## config.mk

```make
export PLATFORM = sky130hd
export DESIGN_NAME = bus_monitor
export DESIGN_NICKNAME = d
export VERILOG_FILES = /design/src/bus_monitor_pkg.sv /design/src/sync2.sv /design/src/watch_timer.sv /design/src/bus_monitor.sv
export VERILOG_INCLUDE_DIRS = /design/src
export SDC_FILE = /design/constraint.sdc
export NUM_CORES = 1
export LEC_CHECK = 0
export ABC_AREA = 1
export BUFFER_PORTS_ARGS = -buffer_cell sky130_fd_sc_hd__clkbuf_2
export CORE_MARGIN = 4
export CORE_UTILIZATION = 50
export CTS_CLUSTER_SIZE = 40
export DETAILED_ROUTE_END_ITERATION = 6
export GPL_TIMING_DRIVEN = 0
export PLACE_DENSITY_LB_ADDON = 0.25
export RECOVER_POWER = 25
export SETUP_SLACK_MARGIN = 0.15
export SLEW_MARGIN = 20
export SYNTH_ARGS = -nofsm -noshare
export SYNTH_HDL_FRONTEND = slang
export SYNTH_SLANG_ARGS = --single-unit
export TNS_END_PERCENT = 30
```

## constraint.sdc

```tcl
create_clock -name hclk -period 2.6 [get_ports hclk]
set_clock_uncertainty 0.2 [all_clocks]
set_input_delay 0.13 -clock hclk [delete_from_list [all_inputs] [get_ports hclk]]
set_output_delay 0.13 -clock hclk [all_outputs]
set_load 0.03 [all_outputs]
```

## src/bus_monitor_params.svh

```systemverilog
// constants of the backplane bus monitor: offsets, fields, resets, times
`ifndef BUS_MONITOR_PARAMS_SVH
`define BUS_MONITOR_PARAMS_SVH

// register byte offsets
`define OFS_ADDR_CFG   8'h00
`define OFS_OPT_CFG    8'h04
`define OFS_STATUS     8'h08
`define OFS_CLEAR      8'h0C

// address configuration fields (one byte each)
`define FLD_RD_ADDR    0
`define FLD_WR_ADDR    8
`define FLD_LST_A      16
`define FLD_LST_B      24

// option fields
`define FLD_TSEL       0
`define FLD_PMS_EN     4
`define FLD_ACK_TO_EN  5

// status fields
`define FLD_FLT_DATA   0
`define FLD_FLT_ADDR   1
`define FLD_FLT_CTRL   2
`define FLD_GROUP      3
`define FLD_INHIBIT    4
`define FLD_PATTERN    8

// reset values
`define RST_ADDR_CFG   32'hAA55_7F7F
`define RST_OPT_CFG    6'h30
`define RST_PATTERN    8'h55
`define PATTERN_ALT    8'hAA

// timing
`define CLK_MHZ        100
`define MON_MS_MIN     125

`endif

```

## src/bus_monitor_pkg.sv

```systemverilog
// types shared by the backplane bus monitor
package bus_monitor_pkg;
	typedef logic [7:0] byte_t;
	// index of each watchdog timer
	typedef enum logic [1:0] {
		TMR_DATA = 2'h0,
		TMR_LSTA = 2'h1,
		TMR_LSTB = 2'h2,
		TMR_PMS  = 2'h3
	} timer_e;
	typedef struct packed {
		logic ctrl;
		logic addr;
		logic data;
	} faults_s;
endpackage : bus_monitor_pkg

```

## src/sync2.sv

```systemverilog
// two-flop synchroniser for a group of pin levels
`timescale 1ns/10ps
module sync2 #(
	parameter int W = 1,
	parameter logic [W-1:0] INIT = '0
) (
	input  wire logic         hclk,
	input  wire logic         hresetn,
	input  wire logic [W-1:0] d,
	output logic      [W-1:0] q
);
	logic [W-1:0] meta_r;

	// first stage feeds only the second
	always_ff @(posedge hclk or negedge hresetn) begin
		if (!hresetn) begin
			meta_r <= INIT;
			q      <= INIT;
		end else begin
			meta_r <= d;
			q      <= meta_r;
		end
	end
endmodule : sync2

```

## src/watch_timer.sv

```systemverilog
// watchdog counter: expires when no restart arrives within the limit
`timescale 1ns/10ps
module watch_timer #(
	parameter int CW = 27
) (
	input  wire logic          hclk,
	input  wire logic          hresetn,
	input  wire logic          restart,
	input  wire logic [CW-1:0] limit,
	output logic               expired
);
	logic [CW-1:0] count_r;

	// count up, saturate at the limit, start again on restart
	always_ff @(posedge hclk or negedge hresetn) begin
		if (!hresetn) begin
			count_r <= '0;
		end else if (restart) begin
			count_r <= '0;
		end else if (count_r < limit) begin
			count_r <= count_r + 1'b1;
		end
	end

	assign expired = (count_r >= limit) && !restart;
endmodule : watch_timer

```

## src/bus_monitor.sv

```systemverilog
// backplane bus monitor with an AHB-Lite register slave
//
// Summary of operation
// - power clear active clears all faults
// - output inhibit trailing edge clears faults
// - external reset input clears faults
// - acknowledge pattern read and write addresses
// - listen addresses observed, never acknowledged
// - read addr on read, write on write
// - byte addresses compared on eight lines
// - rocker n weights address line n-1
// - monitoring time 125 ms up to 1 s
// - no time selected gives 1 s
// - option off keeps acknowledging after fault
// - output inhibit always forces acknowledge
// - select line check can be disabled
// - pattern 55H/AAH inverted after correct write
// - missing pattern write sets data fault
// - missing listen access sets address fault
// - strobe, acknowledge, select misuse sets control fault
//
// Chosen here: the AHB-Lite slave port and the address map.
`timescale 1ns/10ps
`include "bus_monitor_params.svh"
module bus_monitor
	import bus_monitor_pkg::*;
#(
	parameter int MON_CYC_MIN = `MON_MS_MIN * 1000 * `CLK_MHZ
) (
	input  wire logic        hclk,
	input  wire logic        hresetn,
	input  wire logic        hsel,
	input  wire logic [31:0] haddr,
	input  wire logic [1:0]  htrans,
	input  wire logic        hwrite,
	input  wire logic [2:0]  hsize,
	input  wire logic [31:0] hwdata,
	input  wire logic        hready,
	output logic      [31:0] hrdata,
	output logic             hreadyout,
	output logic             hresp,
	input  wire logic [7:0]  bus_addr,
	input  wire logic [7:0]  bus_data_in,
	output logic      [7:0]  bus_data_out,
	output logic             bus_data_oe,
	input  wire logic        read_strobe_n,
	input  wire logic        write_strobe_n,
	input  wire logic        bus_ack_in_n,
	output logic             bus_ack_out_n,
	output logic             bus_ack_oe,
	input  wire logic        periph_mem_select,
	input  wire logic        power_clear_n,
	input  wire logic        output_inhibit,
	input  wire logic        ext_reset,
	output logic             data_fault,
	output logic             addr_fault,
	output logic             ctrl_fault,
	output logic             group_fault
);
	localparam int CW = 27;
	localparam logic [CW-1:0] UNIT = CW'(MON_CYC_MIN);

	////////////////////////////////////////////////////////////////////
	// pin synchronisers
	logic [7:0] addr_s;
	logic [7:0] data_s;
	logic [5:0] ctl_s;
	logic       rd_act;
	logic       wr_act;
	logic       ack_act;
	logic       pms_s;
	logic       pclr_act;
	logic       pclr_n_s;
	logic       inh_s;
	logic       xrst_s;

	sync2 #(.W(8), .INIT(8'h00)) u_sync_addr (
		.hclk    (hclk),
		.hresetn (hresetn),
		.d       (bus_addr),
		.q       (addr_s)
	);
	sync2 #(.W(8), .INIT(8'h00)) u_sync_data (
		.hclk    (hclk),
		.hresetn (hresetn),
		.d       (bus_data_in),
		.q       (data_s)
	);
	sync2 #(.W(6), .INIT(6'h0F)) u_sync_ctl (
		.hclk    (hclk),
		.hresetn (hresetn),
		.d       ({ext_reset, output_inhibit, periph_mem_select,
		            bus_ack_in_n, write_strobe_n, read_strobe_n}),
		.q       (ctl_s)
	);

	assign rd_act   = !ctl_s[0];
	assign wr_act   = !ctl_s[1];
	assign ack_act  = !ctl_s[2];
	assign pms_s    = ctl_s[3];
	assign inh_s    = ctl_s[4];
	assign xrst_s   = ctl_s[5];

	// power clear line is active low on the backplane
	sync2 #(.W(1), .INIT(1'b0)) u_sync_pclr (
		.hclk    (hclk),
		.hresetn (hresetn),
		.d       (power_clear_n),
		.q       (pclr_n_s)
	);

	// inverted only after the second flop, so no logic sees the raw pin
	assign pclr_act = !pclr_n_s;

	////////////////////////////////////////////////////////////////////
	// configuration registers
	logic [31:0] addr_cfg_r;
	logic [5:0]  opt_cfg_r;
	logic        sw_clear;
	byte_t       rd_addr;
	byte_t       wr_addr;
	byte_t       lst_a;
	byte_t       lst_b;
	logic [3:0]  tsel;
	logic        pms_en;
	logic        ack_to_en;

	// bit n-1 of each byte is rocker n, weight 2**(n-1)
	assign rd_addr   = addr_cfg_r[`FLD_RD_ADDR +: 8];
	assign wr_addr   = addr_cfg_r[`FLD_WR_ADDR +: 8];
	assign lst_a     = addr_cfg_r[`FLD_LST_A +: 8];
	assign lst_b     = addr_cfg_r[`FLD_LST_B +: 8];
	assign tsel      = opt_cfg_r[`FLD_TSEL +: 4];
	assign pms_en    = opt_cfg_r[`FLD_PMS_EN];
	assign ack_to_en = opt_cfg_r[`FLD_ACK_TO_EN];

	////////////////////////////////////////////////////////////////////
	// AHB-Lite slave, zero wait states
	logic       ap_valid;
	logic       dp_wr_r;
	logic [7:0] dp_addr_r;
	logic [2:0] flags;
	logic [7:0] pattern_r;

	assign ap_valid  = hsel && hready && htrans[1];
	assign hreadyout = 1'b1;
	assign hresp     = 1'b0;

	// hold the address phase of a write for its data phase
	always_ff @(posedge hclk or negedge hresetn) begin
		if (!hresetn) begin
			dp_wr_r   <= 1'b0;
			dp_addr_r <= 8'h00;
		end else if (hready) begin
			dp_wr_r   <= ap_valid && hwrite && (haddr[31:8] == 24'h0);
			dp_addr_r <= haddr[7:0];
		end
	end

	// register writes in the data phase
	always_ff @(posedge hclk or negedge hresetn) begin
		if (!hresetn) begin
			addr_cfg_r <= `RST_ADDR_CFG;
			opt_cfg_r  <= `RST_OPT_CFG;
		end else if (dp_wr_r) begin
			if (dp_addr_r == `OFS_ADDR_CFG) begin
				addr_cfg_r <= hwdata;
			end
			if (dp_addr_r == `OFS_OPT_CFG) begin
				opt_cfg_r <= hwdata[5:0];
			end
		end
	end

	assign sw_clear = dp_wr_r && (dp_addr_r == `OFS_CLEAR) && hwdata[0];

	// read data captured at the address phase, unmapped reads zero
	always_ff @(posedge hclk or negedge hresetn) begin
		if (!hresetn) begin
			hrdata <= 32'h0000_0000;
		end else if (ap_valid && !hwrite) begin
			hrdata <= 32'h0000_0000;
			if (haddr == {24'h0, `OFS_ADDR_CFG}) begin
				hrdata <= addr_cfg_r;
			end
			if (haddr == {24'h0, `OFS_OPT_CFG}) begin
				hrdata <= {26'h0, opt_cfg_r};
			end
			if (haddr == {24'h0, `OFS_STATUS}) begin
				hrdata <= {16'h0, pattern_r, 3'h0, inh_s,
				           |flags, flags};
			end
		end
	end

	////////////////////////////////////////////////////////////////////
	// address decode and edges
	logic rd_hit;
	logic wr_hit;
	logic own_hit;
	logic any_act;
	logic rd_q;
	logic wr_q;
	logic inh_q;
	logic pms_q;
	logic rd_start;
	logic wr_start;
	logic lst_a_seen;
	logic lst_b_seen;
	logic good_write;

	// pattern read only on read, pattern write only on write
	assign rd_hit  = rd_act && (addr_s == rd_addr);
	assign wr_hit  = wr_act && (addr_s == wr_addr);
	assign own_hit = rd_hit || wr_hit;
	assign any_act = rd_act || wr_act;

	always_ff @(posedge hclk or negedge hresetn) begin
		if (!hresetn) begin
			rd_q  <= 1'b0;
			wr_q  <= 1'b0;
			inh_q <= 1'b0;
			pms_q <= 1'b1;
		end else begin
			rd_q  <= rd_act;
			wr_q  <= wr_act;
			inh_q <= inh_s;
			pms_q <= pms_s;
		end
	end

	assign rd_start = rd_act && !rd_q;
	assign wr_start = wr_act && !wr_q;

	// listen addresses count on either strobe
	assign lst_a_seen = (rd_start || wr_start) && (addr_s == lst_a);
	assign lst_b_seen = (rd_start || wr_start) && (addr_s == lst_b);
	assign good_write = wr_start && (addr_s == wr_addr) &&
	                    (data_s == pattern_r);

	////////////////////////////////////////////////////////////////////
	// fault clear sources
	logic clr_any;

	assign clr_any = pclr_act
	               || (inh_q && !inh_s)
	               || xrst_s
	               || sw_clear;

	////////////////////////////////////////////////////////////////////
	// test pattern: inverted after each correct write-back
	always_ff @(posedge hclk or negedge hresetn) begin
		if (!hresetn) begin
			pattern_r <= `RST_PATTERN;
		end else if (good_write) begin
			pattern_r <= ~pattern_r;
		end
	end

	assign bus_data_out = pattern_r;
	assign bus_data_oe  = rd_hit;

	////////////////////////////////////////////////////////////////////
	// monitoring time: shortest selected, 1 s when none
	logic [CW-1:0] limit_r;

	always_ff @(posedge hclk or negedge hresetn) begin
		if (!hresetn) begin
			limit_r <= UNIT << 3;
		end else if (tsel[0]) begin
			limit_r <= UNIT;
		end else if (tsel[1]) begin
			limit_r <= UNIT << 1;
		end else if (tsel[2]) begin
			limit_r <= UNIT << 2;
		end else begin
			limit_r <= UNIT << 3;
		end
	end

	////////////////////////////////////////////////////////////////////
	// watchdog timers
	logic [3:0] restart;
	logic [3:0] expired;

	assign restart[TMR_DATA] = clr_any || good_write;
	assign restart[TMR_LSTA] = clr_any || lst_a_seen;
	assign restart[TMR_LSTB] = clr_any || lst_b_seen;
	assign restart[TMR_PMS]  = clr_any || !pms_en ||
	                           (pms_q && !pms_s);

	for (genvar i = 0; i < 4; i++) begin : g_tmr
		watch_timer #(.CW(CW)) u_tmr (
			.hclk    (hclk),
			.hresetn (hresetn),
			.restart (restart[i]),
			.limit   (limit_r),
			.expired (expired[i])
		);
	end

	////////////////////////////////////////////////////////////////////
	// fault flags: set wins over clear, latched until cleared
	logic [2:0] idle_q;
	logic [2:0] set_v;
	faults_s    flt_r;

	always_ff @(posedge hclk or negedge hresetn) begin
		if (!hresetn) begin
			idle_q <= 3'h0;
		end else begin
			idle_q <= {idle_q[1:0], !any_act};
		end
	end

	// trailing own acknowledge is masked by three idle cycles
	assign set_v[0] = expired[TMR_DATA];
	assign set_v[1] = expired[TMR_LSTA] || expired[TMR_LSTB];
	assign set_v[2] = (rd_act && wr_act)
	               || (ack_act && !any_act && &idle_q)
	               || expired[TMR_PMS];

	always_ff @(posedge hclk or negedge hresetn) begin
		if (!hresetn) begin
			flt_r <= '0;
		end else begin
			flt_r <= (flt_r & {3{!clr_any}}) | set_v;
		end
	end

	assign flags       = flt_r;
	assign data_fault  = flt_r.data;
	assign addr_fault  = flt_r.addr;
	assign ctrl_fault  = flt_r.ctrl;
	assign group_fault = |flt_r;

	////////////////////////////////////////////////////////////////////
	// bus acknowledge, open drain, active low
	logic ack_allow;

	assign ack_allow = !(|flt_r) || !ack_to_en || inh_s;
	assign bus_ack_oe    = own_hit && ack_allow;
	assign bus_ack_out_n = 1'b0;
endmodule : bus_monitor

```

==> results_dict.tcl <==
set metrics [dict create \
    worst_skew_pair.late_latency_ps 590 \
    grt_max_degree 95 \
    antenna_found_initial 0 \
    maxCapViolCount 0 \
    gp_congestion 0.959 \
    p_per_area_nw_per_um2 462 \
    worstHoldEndpoint "hrdata[8]$_DFFE_PN0P_" \
    diodes 0 \
    relSlewSlack_pct 32.2 \
    ys_ff_latch 262 \
    grt_pass1_vias 15800 \
    design_area_um2 20300 \
    ant_nets 0 \
    area_growth_pct 26.7 \
    ys_warn_count 0 \
    rrSetupSlack_ps -40 \
    vias 15700 \
    violations "setup timing" \
    die_w_um 187 \
    fmax_mhz 379 \
    synth.area.top_cells "dfrtp_1 (34%), nand2_1 (17%), nand3_1 (6.9%)" \
    setup_slack_ps -39.8 \
    tightest_slew_ps 1020 \
    die_area_um2 35000 \
    hold_viol_final 0 \
    reg2reg_depth 13 \
    rsz0062_at_grt "yes" \
    synth_top_area_share_pct 34.3 \
    synthCells 2187 \
    nFillCells 2656 \
    drc 0 \
    syn_area_um2 16000 \
    required_ps 2870 \
    netlist-cell-type-count 39 \
    holdPathStages 8 \
    startpoint_type "register" \
    first_iter_violations 1120 \
    rr_endpoint "g_tmr[3].u_tmr.count_r[16]$_DFFE_PN0P_" \
    p_leak_nw 10.2 \
    ios 146 \
    cts_buffers 31 \
    finalNonFillerCells 2935 \
    cts_buffer_depth 3 \
    synth_area_per_cell_um2 7.33 \
    grt_overflow_total 0 \
    place_hpwl_mm 34.0 \
    start_util_pct 50.8 \
    ys_seq_area_share_pct 41.2 \
    cp_max_fo 6 \
    io_buffer_count 137 \
    dp_cells 2730 \
    hold_class "in2reg" \
    rows 65 \
    drive_gt1_share_pct 16.5 \
    yosys.area.top_type "dfrtp_1" \
    critPathKind "reg2reg" \
    nets 2685 \
    drt_wl_total_mm 50.4 \
    cp.arrival_ps 2910 \
    reg2reg_from "limit_r[24]$_DFF_PN1_" \
    clk_pin_slew_ps 60 \
    wl_per_cell_um 17.2 \
    cts.sinks 262 \
    status "finished, violations left" \
    worst_setup_path_end_kind "register" \
    report.final.setup_viol 7 \
    irDropWorstVdd_v 0.000621 \
    cts_tree "yes" \
    dr.pass1.iters 5 \
    vias_per_cell 5.34 \
    die_h_um 187 \
    period_needed_ps 2640 \
    hp-start "haddr[8]" \
    post-route-period-util_pct 102 \
    place_area_um2 17300 \
    core_area_um2 31600 \
    slew_viol_final 0 \
    cts_root_buf "clkbuf_16" \
    cts.htree.levels 1 \
    dp_slack_ps -227 \
    grt_pass1_wl_mm 82.3 \
    track_usage_pct 28.4 \
]
## worst max-delay path: stages (launching register included)
cell	delay, ps
dfstp_2	540
clkinvlp_4	180
buf_6	180
ha_4	270
nand2_4	50
nor2_4	80
nand4_1	160
nor2_2	170
nand2_2	90
nand3_4	90
buf_6	140
clkinvlp_4	190
nand3_2	130
nand2_1	50
## worst max path at each step
stage | from | end | slack, ps | cells past startpoint
global route | limit_r[24]$_DFF_PN1_ | g_tmr[3].u_tmr.count_r[25]$_DFFE_PN0P_ | -160 | 13
detailed placement | limit_r[8]$_DFF_PN1_ | g_tmr[2].u_tmr.count_r[17]$_DFFE_PN0P_ | -230 | 12
CTS | limit_r[24]$_DFF_PN1_ | g_tmr[1].u_tmr.count_r[10]$_DFFE_PN0P_ | 0.05 | 14
floorplan | limit_r[8]$_DFF_PN1_ | g_tmr[1].u_tmr.count_r[13]$_DFFE_PN0P_ | 320 | 13
finish | limit_r[24]$_DFF_PN1_ | g_tmr[3].u_tmr.count_r[16]$_DFFE_PN0P_ | -40 | 13
global placement | hresetn | u_sync_ctl.meta_r[4]$_DFF_PN0_ | -4250 | 1
## cell usage in the layout (no fill, tap or decap), types with 7 or more instances in the layout
cell           synthesis  final
a21oi_1               21     15
buf_2                 27     19
buf_4                 11     33
buf_6                  1     13
clkbuf_1              20     31
clkbuf_16              0     32
clkbuf_2               0    132
clkinvlp_4             0      8
dfrtp_1              220    217
dfstp_2               42     40
dlygate4sd3_1          0    111
ha_1                  80     71
ha_4                   0      9
inv_1                228    221
inv_2                  7      7
mux2_2                26     26
nand2_1              717    707
nand2_2                4     13
nand3_1              222    204
nand3_2                4     18
nand3b_1              41     41
nand4_1               53     53
nor2_1               295    282
nor2_2                 5     10
nor2_4                 1      9
nor3_1                 9      9
o21ai_0               46     45
xnor2_1               24     24
xor2_1                56     56
## state kept, by name, summed over array words and instances, names as in the netlist, 3 cells and up
| signal | flops |
|---|---|
| u_sync_addr.meta_r | 8 |
| u_sync_ctl.q | 6 |
| u_sync_data.meta_r | 8 |
| g_tmr.u_tmr.count_r | 108 |
| dp_addr_r | 8 |
| addr_cfg_r | 32 |
| u_sync_data.q | 8 |
| bus_data_out | 8 |
| hrdata | 32 |
| limit_r | 11 |
| opt_cfg_r | 6 |
| u_sync_ctl.meta_r | 6 |
| u_sync_addr.q | 8 |
| idle_q | 3 |
## final cells by class
cell class / count / area, µm² / area share (%)
Inverter: 236 / 913 / 4.50
Buffer: 61 / 420 / 2.07
Tap cell: 402 / 503 / 2.48
Clock inverter: 15 / 183 / 0.900
Sequential cell: 262 / 6610 / 32.6
Clock buffer: 43 / 861 / 4.24
Timing Repair Buffer: 287 / 2220 / 10.9
Multi-Input combinational cell: 1629 / 8590 / 42.3
## through the flow
step | total power [mW] | TNS (ps) | util (%) | hold WS (ps)
floorplan | 4.51 | 0 | - | -366
global placement | 4.76 | -1032210 | 54.6 | 17.5
detailed placement | 4.78 | -7510 | 54.9 | -125
CTS | 9.40 | 0 | 63.9 | 42.9
global route | 9.69 | -6740 | 64.3 | 122
finish | 9.38 | -139 | 64.3 | 100
## repair_timing
| item | CTS | global route |
|---|---|---|
| pin swaps | 39 | 26 |
| hold endpoints to repair | 250 | 0 |
| setup buffers | 25 | 7 |
| hold buffers | 112 | 0 |
| gates resized for setup | 93 | 33 |
| cloned | 3 | 0 |
| setup endpoints to repair | 104 | 114 |
## cell families after synthesis
logic type	synth area share [%]
other cells	0.0468
compound gates	2.93
mux	1.83
fa+ha+maj	6.24
buf+inv	7.54
flops	41.2
simple gates	35.8
xor+xnor	4.37
## synth_stat cells (all sizes together)
cell type  number
nand4          53
nand2         721
xor2           56
a21o            6
o21a            1
a21oi          22
o21ai          47
clkinv          1
and2            1
nand3b         41
o22ai           3
inv           235
mux2           26
o21bai          4
nor2          302
a21boi          1
nor3b           2
buf            41
nor3            9
dfstp          42
clkbuf         20
nand3         226
ha             80
dfrtp         220
xnor2          24
o211ai          1
conb            2
## metal layers
layer / vias to the layer above / routed length (µm) / global-route usage, % / part of all wire (%)
li1: 7575 / - / - / -
met1: 7427 / 20700 / 36.0 / 41
met2: 546 / 24700 / 50.0 / 49
met3: 132 / 3170 / 4.46 / 6.3
met4: 0 / 1870 / 9.10 / 3.7
met5: - / 0 / 0 / 0
## report_power, final
part | internal (mW) | switching (mW) | total (mW)
registers | 4.18 | 0.0693 | 4.25
logic | 0.268 | 0.359 | 0.627
clock network | 2.62 | 1.88 | 4.50
(Power assumes the default switching activity.)
